--- src/inc/eai_pkg.sv ---
// Package: register map, field positions and timing of the E1 alarm interrupt block
package eai_pkg;
	// Register offsets; status is printed as 0xNB02, enable as 0xNB03 (channel digit dropped)
	localparam logic [11:0] ADDR_STATUS     = 12'hb02;
	localparam logic [11:0] ADDR_ENABLE     = 12'hb03;
	// Byte addresses on the 32-bit bus: four times the printed offset
	localparam logic [15:0] BYTE_STATUS     = 16'h2c08;
	localparam logic [15:0] BYTE_ENABLE     = 16'h2c0c;
	localparam logic [15:0] BYTE_EVENTS     = 16'h2c10;
	localparam logic [15:0] BYTE_IRQ_MASK   = 16'h2c14;
	// Status bit positions
	localparam int          ST_YEL          = 0;
	localparam int          ST_AIS          = 1;
	localparam int          ST_OOF          = 2;
	localparam int          ST_LCV          = 3;
	localparam int          ST_MYEL         = 5;
	// Enable bit positions
	localparam int          EN_YEL          = 0;
	localparam int          EN_AIS          = 1;
	localparam int          EN_OOF          = 2;
	localparam int          EN_LCV          = 3;
	localparam int          EN_RSVD4        = 4;
	localparam int          EN_MYEL         = 5;
	localparam int          EN_YEL_STATE    = 7;
	// Writable enable bits and reset values
	localparam logic [7:0]  ENABLE_WMASK    = 8'h3f;
	localparam logic [7:0]  ENABLE_RESET    = 8'h00;
	localparam logic [7:0]  STATUS_RESET    = 8'h00;
	localparam logic [7:0]  MASK_RESET      = 8'h00;
	// Consecutive non-FAS frames needed to change the yellow state
	localparam int          YEL_FRAMES      = 2;
	localparam int          YEL_DETECT_NS   = 375000;
	localparam int          CLK_PERIOD_NS   = 100;
	localparam int          YEL_DETECT_CYC  = YEL_DETECT_NS / CLK_PERIOD_NS;
	// AXI responses
	localparam logic [1:0]  RESP_OKAY       = 2'h0;
	localparam logic [1:0]  RESP_SLVERR     = 2'h2;
	// Yellow detector states
	typedef enum logic [1:0] {
		EAI_YEL_IDLE  = 2'b01,
		EAI_YEL_ALARM = 2'b10
	} eai_yel_state_t;
endpackage : eai_pkg

--- src/logic/eai_yellow_det.sv ---
// Yellow alarm detector driven by the A bit of non-FAS frames
`timescale 1ns/1ps
module eai_yellow_det #(
	parameter int FRAMES = eai_pkg::YEL_FRAMES
) (
	// Clock and reset
	input  wire logic ref_clk_i,
	input  wire logic reset_i,
	// Non-FAS frame A bit strobe
	input  wire logic nfas_valid_i,
	input  wire logic a_bit_i,
	// State and change pulse
	output logic      alarm_o,
	output logic      change_o
);
	import eai_pkg::*;

	eai_yel_state_t state;
	eai_yel_state_t next_state;
	logic [3:0]     run;
	logic [3:0]     next_run;
	wire            opposite  = nfas_valid_i && (a_bit_i != (state == EAI_YEL_ALARM));
	wire            reached   = opposite && (run == 4'(FRAMES - 1));

	// Count consecutive frames that disagree with the current state
	assign next_run = !nfas_valid_i ? run : (opposite && !reached) ? run + 4'h1 : 4'h0;

	always_comb begin
		next_state = state;
		unique case (state)
			EAI_YEL_IDLE:  if (reached) next_state = EAI_YEL_ALARM;
			EAI_YEL_ALARM: if (reached) next_state = EAI_YEL_IDLE;
		endcase
	end

	always_ff @(posedge ref_clk_i) begin
		if (reset_i) begin
			state    <= EAI_YEL_IDLE;
			run      <= 4'h0;
			change_o <= 1'b0;
		end else begin
			state    <= next_state;
			run      <= next_run;
			change_o <= reached;
		end
	end

	assign alarm_o = (state == EAI_YEL_ALARM);
endmodule : eai_yellow_det

--- src/logic/eai_alarm_irq.sv ---
// Receive E1 alarm and error interrupt registers with AXI4-Lite slave
// Function
// - Set yellow-change status bit 0 on each yellow alarm declare or clear.
// - Yellow-change flag holds until status read; read returns it, then clears.
// - Declare yellow alarm after A bit one in two consecutive non-FAS frames.
// - Clear yellow alarm after A bit zero in two consecutive non-FAS frames.
// - Enable bit 7 is read-only yellow alarm state; writes ignored.
// - Enable bit 5 permits CAS multiframe yellow change interrupt.
// - Enable bit 3 permits interrupt on each line code violation.
// - Enable bit 2 permits out-of-frame declare and clear interrupt.
// - Enable one permits, zero suppresses; enable bits reset to zero.
// - Enable bit 0 gates yellow change interrupt on declare and clear.
`timescale 1ns/1ps
module eai_alarm_irq #(
	parameter int ADDR_W = 16
) (
	// Clock and reset
	input  wire logic              ref_clk_i,
	input  wire logic              reset_i,
	// Framer events
	input  wire logic              nfas_valid_i,
	input  wire logic              a_bit_i,
	input  wire logic              frame_loss_i,
	input  wire logic              ais_i,
	input  wire logic              line_code_violation_i,
	input  wire logic              cas_mf_yellow_i,
	// AXI4-Lite write address
	input  wire logic [ADDR_W-1:0] s_axi_awaddr,
	input  wire logic              s_axi_awvalid,
	output logic                   s_axi_awready,
	// AXI4-Lite write data
	input  wire logic [31:0]       s_axi_wdata,
	input  wire logic [3:0]        s_axi_wstrb,
	input  wire logic              s_axi_wvalid,
	output logic                   s_axi_wready,
	// AXI4-Lite write response
	output logic [1:0]             s_axi_bresp,
	output logic                   s_axi_bvalid,
	input  wire logic              s_axi_bready,
	// AXI4-Lite read address
	input  wire logic [ADDR_W-1:0] s_axi_araddr,
	input  wire logic              s_axi_arvalid,
	output logic                   s_axi_arready,
	// AXI4-Lite read data
	output logic [31:0]            s_axi_rdata,
	output logic [1:0]             s_axi_rresp,
	output logic                   s_axi_rvalid,
	input  wire logic              s_axi_rready,
	// Interrupts
	output logic                   chan_irq_o,
	output logic                   irq_o,
	output logic                   yellow_alarm_state_o
);
	import eai_pkg::*;

	// Address decode used by both channels
	function automatic logic [2:0] reg_sel(input logic [ADDR_W-1:0] a);
		logic [15:0] w;
		w = 16'({a[ADDR_W-1:2], 2'b00});
		if (w == BYTE_STATUS)
			reg_sel = 3'h1;
		else if (w == BYTE_ENABLE)
			reg_sel = 3'h2;
		else if (w == BYTE_EVENTS)
			reg_sel = 3'h3;
		else if (w == BYTE_IRQ_MASK)
			reg_sel = 3'h4;
		else
			reg_sel = 3'h0;
	endfunction : reg_sel

	// Registers
	logic [7:0]  alarm_error_irq_status;
	logic [7:0]  alarm_error_irq_enable;
	logic [4:0]  events_status;
	logic [4:0]  events_mask;
	logic        frame_loss_q;
	logic        ais_q;
	logic        cas_mf_yellow_q;
	logic        aw_held;
	logic        w_held;
	logic [2:0]  aw_sel;
	logic [31:0] w_data;
	logic [3:0]  w_strb;
	logic        yel_alarm;
	logic        yel_change;

	eai_yellow_det #(
		.FRAMES (YEL_FRAMES)
	) eai_yellow_det_i (
		.ref_clk_i    (ref_clk_i),
		.reset_i      (reset_i),
		.nfas_valid_i (nfas_valid_i),
		.a_bit_i      (a_bit_i),
		.alarm_o      (yel_alarm),
		.change_o     (yel_change)
	);

	// Event detection: changes of state for the level alarms
	wire        ais_chg   = ais_i != ais_q;
	wire        oof_chg   = frame_loss_i != frame_loss_q;
	wire        myel_chg  = cas_mf_yellow_i != cas_mf_yellow_q;
	wire [7:0]  ev_vec    = {2'b00, myel_chg, 1'b0, line_code_violation_i, oof_chg, ais_chg, yel_change};

	// Bus handshakes
	wire        aw_take   = s_axi_awvalid && s_axi_awready;
	wire        w_take    = s_axi_wvalid && s_axi_wready;
	wire        ar_take   = s_axi_arvalid && s_axi_arready;
	wire        do_write  = aw_held && w_held && !s_axi_bvalid;
	wire [2:0]  ar_sel    = reg_sel(s_axi_araddr);
	wire        rd_status = ar_take && (ar_sel == 3'h1);
	wire        rd_events = ar_take && (ar_sel == 3'h3);
	wire        wr_enable = do_write && (aw_sel == 3'h2) && w_strb[0];
	wire        wr_mask   = do_write && (aw_sel == 3'h4) && w_strb[0];

	// Status: hardware set wins over read clear
	wire [7:0]  next_status = (rd_status ? STATUS_RESET : alarm_error_irq_status) | ev_vec;
	// Enable: bit 7 comes from the detector, bit 6 reserved, bit 4 stored as written
	wire [7:0]  next_enable = wr_enable ? (w_data[7:0] & ENABLE_WMASK) : alarm_error_irq_enable;

	// Second level: sticky record of raised channel interrupts
	wire        chan_event  = |(ev_vec & alarm_error_irq_enable);
	wire [4:0]  next_events = (rd_events ? 5'h00 : events_status) | {4'h0, chan_event};

	// Channel request: enabled flags only
	wire [7:0]  en_bits = {2'b00, alarm_error_irq_enable[EN_MYEL], 1'b0, alarm_error_irq_enable[EN_LCV],
	                      alarm_error_irq_enable[EN_OOF], alarm_error_irq_enable[EN_AIS],
	                      alarm_error_irq_enable[EN_YEL]};
	assign chan_irq_o = |(alarm_error_irq_status & en_bits);
	assign irq_o      = |(events_status & events_mask);
	assign yellow_alarm_state_o = yel_alarm;

	wire [7:0]  enable_view = {yel_alarm, 1'b0, alarm_error_irq_enable[5:0]};
	wire [31:0] rd_mux = (ar_sel == 3'h1) ? {24'h0, alarm_error_irq_status} :
	                     (ar_sel == 3'h2) ? {24'h0, enable_view} :
	                     (ar_sel == 3'h3) ? {27'h0, events_status} :
	                     (ar_sel == 3'h4) ? {27'h0, events_mask} : 32'h0;

	assign s_axi_awready = !aw_held;
	assign s_axi_wready  = !w_held;
	assign s_axi_arready = !s_axi_rvalid;

	always_ff @(posedge ref_clk_i) begin
		if (reset_i) begin
			alarm_error_irq_status <= STATUS_RESET;
			alarm_error_irq_enable <= ENABLE_RESET;
			events_status          <= 5'h00;
			events_mask            <= 5'(MASK_RESET);
			frame_loss_q           <= 1'b0;
			ais_q                  <= 1'b0;
			cas_mf_yellow_q        <= 1'b0;
		end else begin
			alarm_error_irq_status <= next_status;
			alarm_error_irq_enable <= next_enable;
			events_status          <= next_events;
			events_mask            <= wr_mask ? w_data[4:0] : events_mask;
			frame_loss_q           <= frame_loss_i;
			ais_q                  <= ais_i;
			cas_mf_yellow_q        <= cas_mf_yellow_i;
		end
	end

	// Write channel: address and data captured in either order
	always_ff @(posedge ref_clk_i) begin
		if (reset_i) begin
			aw_held      <= 1'b0;
			w_held       <= 1'b0;
			aw_sel       <= 3'h0;
			w_data       <= 32'h0;
			w_strb       <= 4'h0;
			s_axi_bvalid <= 1'b0;
			s_axi_bresp  <= RESP_OKAY;
		end else begin
			if (aw_take) begin
				aw_held <= 1'b1;
				aw_sel  <= reg_sel(s_axi_awaddr);
			end
			if (w_take) begin
				w_held <= 1'b1;
				w_data <= s_axi_wdata;
				w_strb <= s_axi_wstrb;
			end
			if (do_write) begin
				aw_held      <= 1'b0;
				w_held       <= 1'b0;
				s_axi_bvalid <= 1'b1;
				s_axi_bresp  <= (aw_sel == 3'h0) ? RESP_SLVERR : RESP_OKAY;
			end else if (s_axi_bvalid && s_axi_bready) begin
				s_axi_bvalid <= 1'b0;
			end
		end
	end

	// Read channel: one cycle after address, clear-on-read happens at the same edge
	always_ff @(posedge ref_clk_i) begin
		if (reset_i) begin
			s_axi_rvalid <= 1'b0;
			s_axi_rdata  <= 32'h0;
			s_axi_rresp  <= RESP_OKAY;
		end else if (ar_take) begin
			s_axi_rvalid <= 1'b1;
			s_axi_rdata  <= rd_mux;
			s_axi_rresp  <= (ar_sel == 3'h0) ? RESP_SLVERR : RESP_OKAY;
		end else if (s_axi_rready) begin
			s_axi_rvalid <= 1'b0;
		end
	end
endmodule : eai_alarm_irq

--- config.mk ---
export PLATFORM = sky130hd
export DESIGN_NAME = eai_alarm_irq
export DESIGN_NICKNAME = d
export VERILOG_FILES = /design/src/inc/eai_pkg.sv /design/src/logic/eai_yellow_det.sv /design/src/logic/eai_alarm_irq.sv
export SDC_FILE = /design/constraint.sdc
export NUM_CORES = 1
export LEC_CHECK = 0
export ABC_AREA = 1
export BUFFER_PORTS_ARGS = -buffer_cell sky130_fd_sc_hd__buf_4
export CORE_ASPECT_RATIO = 0.9
export CORE_MARGIN = 2
export CORE_UTILIZATION = 35
export DETAILED_ROUTE_END_ITERATION = 6
export GPL_TIMING_DRIVEN = 0
export PLACE_DENSITY = 0.69
export SYNTH_ARGS = -nofsm -noshare
export SYNTH_HDL_FRONTEND = slang
export SYNTH_SLANG_ARGS = --single-unit
--- constraint.sdc ---
create_clock -name ref_clk_i -period 1.69 [get_ports ref_clk_i]
set_input_delay 0 -clock ref_clk_i [delete_from_list [all_inputs] [get_ports ref_clk_i]]
set_output_delay 0 -clock ref_clk_i [all_outputs]
set_load 0.1 [all_outputs]
Yosys cells after proc, flatten, opt, wreduce, memory -nomap -nowiden
Index checks and enable logic that the tools add are counted.

Add/subtract/negate cells: 1. Equality and inequality tests: 23. Mux-type cells: 24. Bitwise logic cells: 5. Reductions and logical operators: 29.

Operators by type and width (count): $eq A14 B12 Y1 const B (8); $mux W3 (8); $mux W8 (3); $reduce_or A8 Y1 (2); $logic_and A1 B1 Y1 (15); $mux W5 (3); $eq A3 B2 Y1 const B (3); $and A8 B6 Y8 (1); $mux W2 (4); $or A8 B6 Y8 (1); $and A6 B6 Y6 (1); $eq A3 B3 Y1 const B (2); $logic_not A3 Y1 (2); $and A5 B5 Y5 (1); $logic_not A1 Y1 (5); $or A5 B1 Y5 (1); $reduce_or A5 Y1 (1); $add A4 B1 Y4 const B (1); $eq A4 B1 Y1 const B (1); $mux W1 (4); $mux W4 (1); $ne A1 B1 Y1 (4); $ne A2 B1 Y1 const B (2); $pmux W2 S2 (1); other kinds (6) (7).

Flip-flop bits (word level): 84. Bits of input ports: 81. Output and inout port bits: 44. Word-level logic and storage cells: 102.

Logic depth before layout (Yosys ltp)
Gate-level depths: netlist (run 1).

Word-level depth: 10. Depth in mapped cells: 10. Mapped depth without buffers: 10.

Hierarchy
Synthesis (run 1) repeated with hierarchy kept, for this count alone.

Cell total of the unflattened synthesis: 371. Area total of the unflattened synthesis: 2608.8 um2.

By module, submodules not included: eai_alarm_irq (instances 1, cells each 319, area each 2232.1 um2, sequential area each 860.8 um2); eai_yellow_det (instances 1, cells each 52, area each 376.6 um2, sequential area each 140.1 um2).

Worst setup path after synthesis (run 1)
No wires, ideal clock.

Path type: reg2reg. Start point: register s_axi_rvalid. End point: register s_axi_rdata[0]. Library setup time: 0.066 ns. Data arrival time: 2.447 ns. Required time: 1.624 ns. Slack: -0.823 ns. Stages on the path, launching flop included: 7. Buffers on the path: 1. Clock period less this slack: 2.513 ns. Cell sequence: dfxtp_1 inv_1 nand2_1 clkbuf_1 nand2_1 o21a_1 a21oi_2.

Word-level cells in the longest chain between the ends: 2.

Ends and longest elaborated chain: start: declaration (line eai_alarm_irq.sv:47) `output logic s_axi_rvalid,`; start signal: assignment (line eai_alarm_irq.sv:197) `s_axi_rvalid <= 1'b0;`; start signal: assignment (line eai_alarm_irq.sv:201) `s_axi_rvalid <= 1'b1;`; start signal: assignment (line eai_alarm_irq.sv:205) `s_axi_rvalid <= 1'b0;`; $logic_not A1 Y1 (line eai_alarm_irq.sv:141) `assign s_axi_arready = !s_axi_rvalid;`; named net s_axi_arready (line eai_alarm_irq.sv:43) `output logic s_axi_arready,`; $logic_and A1 B1 Y1 (line eai_alarm_irq.sv:108) `wire ar_take = s_axi_arvalid && s_axi_arready;`; end signal: assignment (line eai_alarm_irq.sv:202) `s_axi_rdata <= rd_mux;`; end: declaration (line eai_alarm_irq.sv:45) `output logic [31:0] s_axi_rdata,`.

The timed path passes the listed nets, and every way through them passes these cells. A chain may end at the register's enable or synchronous reset.

Final worst setup path (run 1)
Start point: register alarm_error_irq_enable[5]. End point: output port chan_irq_o.

Word-level cells in the longest chain between the ends: 2.

Ends and longest elaborated chain: start: declaration (line eai_alarm_irq.sv:74) `logic [7:0] alarm_error_irq_enable;`; start signal: assignment (line eai_alarm_irq.sv:154) `alarm_error_irq_enable <= next_enable;`; $and A8 B6 Y8 (line eai_alarm_irq.sv:129) `assign chan_irq_o = |(alarm_error_irq_status & en_bits);`; $reduce_or A8 Y1 (line eai_alarm_irq.sv:129); end: declaration (line eai_alarm_irq.sv:50) `output logic chan_irq_o,`.

No other way between the ends.

==> metrics.md, run 1 <==
| Metric | Value |
|---|---|
| Status | finished clean |
| Leakage | 0.00171 uW |
| CTS buffer count | 5 |
| Drt initial violations | 98 |
| Fin. Hold Viols | 0 |
| Global-route usage over all layers | 0.148 |
| Achievable clock frequency | 693 MHz |
| Initial antenna violation count | 0 |
| Area grow syn2layout | 39.0% |
| Cell Area, Placed | 3280 sq um |
| Simple-gate share of the synthesized area | 0.296 |
| Dpl hpwl | 4.57 mm |
| Residual DRC count | 0 |
| Fillers | 730 |
| Yosys reg bits | 50 |
| Post-route minimum period | 1440 ps |
| Family with the most delay on the worst path | buffers and inverters |
| Synth unique cells | 34 |
| Critical Path Sink Type | output pin |
| Synth Flop Type | dfxtp_1 |
| Total of max-cap violations | 0 |
| GPL Wtd Cong | 0.800 |
| Synth Area in Compound Gates | 0.125 |
| Root buf cell | clkbuf_8 |
| GR Overflow Total | 0 |
| Worst-path cell chain | inv_1, o21ai_0, a21oi_1, o211ai_1, buf_4 |
| DIE AREA | 8030 sq um |
| Die Ht | 85.2 um |
| Worst path max stage delay | 350 ps |
| Die width | 94.3 um |
| Worst-Skew Late Latency | 300 ps |
| Layout cells sized above 1 | 0.260 |
| IO Count | 125 |
| Fin nets | 562 |
| Slew Limit Fails | 0 |
| Clock sinks | 50 |
| Post-synthesis mux area share | 0 |
| Worst-Margin Slew | 601 ps |
| Post-Synth XOR/XNOR Area | 0.0171 |
| Core area | 7080 sq um |
| TritonCTS clock tree | yes |
| Peak supply drop | 0.441 mV |
| Syn Inst Count | 365 |
| Power Dens Cells | 794 nW/um^2 |
| Critical-path maximum fanout | 3 |
| Std cell rows | 29 |
| Seq/Total Area, Yosys | 0.390 |
| Adder-cell share of the synthesized area | 0.00975 |
| Mean routed wirelength per cell | 10.3 um |
| Final setup fails | 0 |
| Post-DRT Antenna Nets | 0 |
| Most frequent cell after synthesis | nor2_1 |
| Util after Layout | 0.504 |
| Final Non-Filler Cells | 573 |
| Ys Warns | 0 |
| Largest family of logic cells by synthesized area | simple AND/OR/NAND/NOR gates |
| Top post-synthesis cells by area | dfxtp_1 (39%), nor2_1 (10%), buf_4 (7.9%) |
| Design area | 3570 sq um |
| Placed cells | 547 |
| Slew margin rel. | 0.600 |
| Critical path type | reg2out |
| Crit path arrival time | 1440 ps |
| Synth area leader | dfxtp_1 |
| Pin count of the biggest net entering global routing | 16 |
| Via density per instance | 4.32 |
| Share of the synthesized area in the top cell type | 0.390 |
| Reg clk slew, reported paths | 90 ps |
| Pre-antenna DRT Iters | 4 |
| Mean post-synth cell area | 7.03 sq um |
| Initial Utilization | 0.363 |
| Unrepaired setup endpoints after global routing | no |
| First-pass GRT wire length | 9.51 mm |
| Slowest cell on the critical path | buf_4 |
| Vias | 2,477 |
| EDFF count, synth | 0 |
| Total wire length | 5.90 mm |
| Fraction of registers with async set/reset | 0 |
| Synth Cell Area | 2570 sq um |
| Number of diodes | 0 |
| Number of global-route vias before repair | 2,210 |
| Critical path data required time | 1690 ps |
| Crit path buf inv count | 2 |
| Final Cycle Share | 0.853 |
| Cts repair resizes | 0 |
| Max Root-Sink Buffers | 2 |
| PortBufs | 63 |
| Commonest cells post-synth | nor2_1 (70), nand2_1 (53), dfxtp_1 (50) |
| Hold Slack | 5.52 ps |
| Final clock skew | 4.02 ps |
| Hold Path Class | in2reg |
| Startpoint Class | flip-flop |
| CTS H-tree lvls | 2 |
per-layer routing:
metal | vias to the layer above | global-route usage | routed length (um)
met2 | 57 | 0.258 | 2830
met4 | 0 | 0.0369 | 72
met3 | 8 | 0.0364 | 291
met5 | - | 0 | 0
met1 | 1081 | 0.183 | 2710
li1 | 1331 | - | -
power by group:
part / leakage, uW / switching [uW] / internal (uW) / total (uW)
clock network: 0.0000557 / 392 / 443 / 835
logic: 0.00125 / 522 / 215 / 737
registers: 0.000411 / 31.1 / 1230 / 1260
path summary, 6_finish.rpt:
path / startpoint / end / slack (ps) / cells past startpoint
setup / recovery: alarm_error_irq_enable[5] / chan_irq_o / 250 / 5
hold / removal: s_axi_rready / s_axi_rvalid / 6 / 3
setup reg to reg: aw_held / aw_sel[2] / 270 / 4
hold reg to reg: alarm_error_irq_status[0] / alarm_error_irq_status[0] / 470 / 2
worst register-to-register path: stages (launching register included):
cell and delay (ps):
dfxtp_1 330, nor2_1 220, nand4_1 120, dlygate4sd3_1 570, a21oi_1 120
layout make-up:
type                            instances  area, sq um  share of cell area
Buffer                                 34          248              0.0695
Clock buffer                            6         72.6              0.0204
Clock inverter                          2         36.3              0.0102
Inverter                               46          176              0.0495
Multi-Input combinational cell        261         1250               0.352
Sequential cell                        50         1010               0.283
Tap cell                               93          116              0.0326
Timing Repair Buffer                   81          653               0.183
repair_timing:
action | 4_1_cts | 5_1_grt
endpoints found under the hold margin | 19 | 0
hold buffers | 18 | 0
setup buffers | 0 | 0
flip-flops by register name (all words and copies together) (netlist names), 2 cells and up:
signal / count
s_axi_rdata: 7
alarm_error_irq_enable: 6
w_data: 6
alarm_error_irq_status: 5
events_mask: 5
eai_yellow_det_i.run: 4
aw_sel: 3
eai_yellow_det_i.state: 2
kinds of logic after synthesis:
logic type	after synthesis
compound gates	57
xor+xnor	5
fa+ha+maj	2
buf+inv	80
flops	50
other cells	1
simple gates	170
through the flow:
step | TNS (ps) | setup slack, ps | power (uW)
2_1_floorplan | -590 | -136 | 1830
4_1_cts | 0 | 251 | 2850
3_5_place_dp | 0 | 387 | 1990
3_3_place_gp | 0 | 400 | 1980
6_report | 0 | 248 | 2830
5_1_grt | 0 | 115 | 2960
placed cells by master, fill, tap and decap left out, types with 4 or more instances in the layout:
cell,count
nand2_1,52
a21oi_2,4
inv_1,42
dlygate4sd3_1,18
xor2_1,5
nor3_1,6
clkbuf_8,6
nand4_1,5
buf_4,90
conb_1,27
a21oi_1,22
dfxtp_1,46
nand2_2,4
nand3_1,22
nor2_1,70
o21ai_0,21
No activity file was read; power rests on OpenSTA's default activity.
==> run 2, diff against run 1 <==
--- a/config.mk
+++ b/config.mk
@@ -6,13 +6,14 @@
 export NUM_CORES = 1
 export LEC_CHECK = 0
 export ABC_AREA = 1
-export BUFFER_PORTS_ARGS = -buffer_cell sky130_fd_sc_hd__buf_4
 export CORE_ASPECT_RATIO = 0.9
 export CORE_MARGIN = 2
 export CORE_UTILIZATION = 35
 export DETAILED_ROUTE_END_ITERATION = 6
+export DONT_BUFFER_PORTS = 1
 export GPL_TIMING_DRIVEN = 0
-export PLACE_DENSITY = 0.69
+export PLACE_DENSITY = 0.54
+export RECOVER_POWER = 100
 export SYNTH_ARGS = -nofsm -noshare
 export SYNTH_HDL_FRONTEND = slang
 export SYNTH_SLANG_ARGS = --single-unit
==> run 2 against run 1 <==
The flow now finishes with violations (setup timing). Clock skew is 2.4 ps higher. Non-clock buffer count fell by 47. Via count shrank 6.2%. Die area stayed put. Core utilization down 1.5 points. Sequential share of layout area grew 0.85 points. Register-to-register slack worse by 510 ps. Combinational power shrank 11%. Hold slack got worse by 5.4 ps. Sequential power rose by 4%. Global-route usage grew 0.32 points.
==> metrics.md, run 2 (synthesized netlist as in run 1, its figures left out) <==
| Metric | Value |
|---|---|
| Status | complete, but fails checks (was finished clean) |
| Violations in the final reports | setup timing |
| Slowest cell on the critical path | dfxtp_4 (was buf_4) |
| First-pass GRT wire length | 9.77 mm (was 9.51 mm) |
| Worst-path cell chain | clkinvlp_4, nand2_4, inv_6, nand3_4, buf_12, nand2_4, a21oi_2 (was inv_1, o21ai_0, a21oi_1, o211ai_1, buf_4) |
| Peak supply drop | 0.400 mV (was 0.441 mV) |
| Critical Path Sink Type | flip-flop (was output pin) |
| Fin nets | 516 (was 562) |
| Pin count of the biggest net entering global routing | 17 (was 16) |
| Hold Slack | 0.106 ps (was 5.52 ps) |
| Die width | 94.3 um (unchanged) |
| Post-route minimum period | 1930 ps (was 1440 ps) |
| Reg-to-reg slack, setup | -240 ps (was 270 ps) |
| Slew margin rel. | 0.307 (was 0.600) |
| Final setup fails | 27 (was 0) |
| Final Cycle Share | 1.14 (was 0.853) |
| Commonest non-fill, non-tap cell in the layout | nor2_1 (was buf_4) |
| Vias | 2,324 (was 2,477) |
| Post-DRT Antenna Nets | 0 (unchanged) |
| Worst setup margin | -238 ps (was 248 ps) |
| Total of max-cap violations | 0 (unchanged) |
| GR Overflow Total | 0 (unchanged) |
| Die Ht | 85.2 um (unchanged) |
| Root buf cell | clkbuf_8 (unchanged) |
| Reg clk slew, reported paths | 100 ps (was 90 ps) |
| Final Non-Filler Cells | 527 (was 573) |
| PortBufs | 0 (was 63) |
| Dpl hpwl | 4.27 mm (was 4.57 mm) |
| Drt initial violations | 59 (was 98) |
| Crit path arrival time | 2170 ps (was 1440 ps) |
| Fin. Hold Viols | 0 (unchanged) |
| Startpoint Class | flip-flop (unchanged) |
| Crit path buf inv count | 3 (was 2) |
| Worst r2r dst | alarm_error_irq_status[0] (was aw_sel[2]) |
| Critical path data required time | 1930 ps (was 1690 ps) |
| Mean routed wirelength per cell | 11.4 um (was 10.3 um) |
| Worst path max stage delay | 560 ps (was 350 ps) |
| Number of global-route vias before repair | 2,142 (was 2,210) |
| Area grow syn2layout | 34.7% (was 39.0%) |
| Leakage | 0.00154 uW (was 0.00171 uW) |
| CTS H-tree lvls | 2 (unchanged) |
| Critical-path maximum fanout | 5 (was 3) |
| Clock sinks | 50 (unchanged) |
| Commonest cells after routing, fill and taps aside | nor2_1 (67), dfxtp_1 (47), nand2_1 (39) (was buf_4 (90), nor2_1 (70), nand2_1 (52)) |
| Worst-Margin Slew | 1040 ps (was 601 ps) |
| TritonCTS clock tree | yes (unchanged) |
| IO Count | 125 (unchanged) |
| Layout cells sized above 1 | 0.247 (was 0.260) |
| Number of diodes | 0 (unchanged) |
| Core area | 7080 sq um (unchanged) |
| CTS buffer count | 5 (unchanged) |
| Largest Register | s_axi_rdata (unchanged) |
| Initial antenna violation count | 0 (unchanged) |
| Worst hold path cell count | 5 (was 3) |
| Worst-Skew Late Latency | 310 ps (was 300 ps) |
| CP Capture Point | alarm_error_irq_status[0] (was chan_irq_o) |
| Max Root-Sink Buffers | 2 (unchanged) |
| Placed cells | 485 (was 547) |
| Final clock skew | 6.43 ps (was 4.02 ps) |
| Unrepaired setup endpoints after global routing | yes (was no) |
| GPL Wtd Cong | 0.781 (was 0.800) |
| Residual DRC count | 0 (unchanged) |
| Pre-CTS setup slack | -237 ps (was 387 ps) |
| DIE AREA | 8030 sq um (unchanged) |
| Critical path type | reg2reg (was reg2out) |
| Slew Limit Fails | 0 (unchanged) |
| Hold Path Class | in2reg (unchanged) |
| FF-to-FF path depth | 7 (was 4) |
| Power Dens Cells | 801 nW/um^2 (was 794 nW/um^2) |
| Critical path depth in cells | 7 (was 5) |
| Initial Utilization | 0.363 (unchanged) |
| Pre-antenna DRT Iters | 4 (unchanged) |
| Total wire length | 6.00 mm (was 5.90 mm) |
| Max reg flops | 7 (unchanged) |
| Via density per instance | 4.41 (was 4.32) |
| Top Registers | s_axi_rdata (7), alarm_error_irq_enable (6), w_data (6) (unchanged) |
| Global-route usage over all layers | 0.151 (was 0.148) |
| Reg2Reg Launch Point | s_axi_rvalid (was aw_held) |
| Achievable clock frequency | 519 MHz (was 693 MHz) |
| Std cell rows | 29 (unchanged) |
| Worst setup path start | s_axi_rvalid (was alarm_error_irq_enable[5]) |
| Critical Path Most Common Cell | nand2_4 |
| Family with the most delay on the worst path | buffers and inverters (unchanged) |
==> run 2: changes by cell type in the layout (fill, tap and decap cells not counted), moves of 5 or more <==
cell / change
a21oi_1: -6
a21oi_2: +6
buf_4: -58
dlygate4sd3_1: +6
nand2_1: -13
nand2_2: +5
nand2_4: +7
o21ai_0: -12
o21ai_2: +8
==> run 2: final cells by class <==
type	instances	area, sq um
flip-flops and latches	50	1010
inverters	46	200
multi-input cells	262	1430
clock buffers	6	93.8
clock inverters	2	15.0
well taps	93	116
repair buffers	34	339
fillers	723	3620
plain buffers	34	258
==> run 2: power by group <==
group / internal (uW) / switching (uW)
logic: 174 / 480
clock network: 381 / 425
registers: 1230 / 82.9
total: 1780 / 988
==> run 2: layer usage <==
| layer | vias up | track usage | share of wire |
|---|---|---|---|
| li1 | 1240 | - | - |
| met1 | 1018 | 0.202 | 0.46 |
| met2 | 58 | 0.246 | 0.47 |
| met3 | 8 | 0.0373 | 0.061 |
| met4 | 0 | 0.0369 | 0.010 |
| met5 | - | 0 | 0 |
==> run 2: metrics by stage <==
stage | util | cell area [sq um] | power (uW) | TNS [ps]
final | 0.489 | 3460 | 2770 | -3640
after global routing | 0.489 | 3460 | 2890 | -5540
after CTS | 0.470 | 3320 | 2760 | -2340
after detailed placement | 0.400 | 2830 | 1880 | -3270
after global placement | 0.396 | 2800 | 1870 | -3290
after floorplan | - | 2690 | 1830 | -590
==> run 2: repair_timing <==
action | CTS | global route
setup buffers | 4 | 4
gates cloned | 1 | 1
setup endpoints to repair | 26 | 26
pin swaps | 9 | 10
hold endpoints to repair | 26 | 0
gates resized for setup | 36 | 35
hold buffers | 24 | 0
==> run 2: worst min path at each step <==
stage | to | from | slack, ps
2_1_floorplan | eai_yellow_det_i.run[0] | nfas_valid_i | 100
3_3_place_gp | eai_yellow_det_i.run[0] | nfas_valid_i | 100
3_5_place_dp | eai_yellow_det_i.run[0] | nfas_valid_i | 110
4_1_cts | aw_sel[1] | s_axi_awaddr[8] | 1
5_1_grt | s_axi_rresp[1] | s_axi_araddr[2] | 30
6_report | aw_sel[1] | s_axi_awaddr[7] | 0.1
==> run 2: worst reg2reg max path: stages, from the launching register on <==
cell and delay [ps]:
dfxtp_4 560, clkinvlp_4 550, nand2_4 300, inv_6 70
nand3_4 110, buf_12 130, nand2_4 40, a21oi_2 110
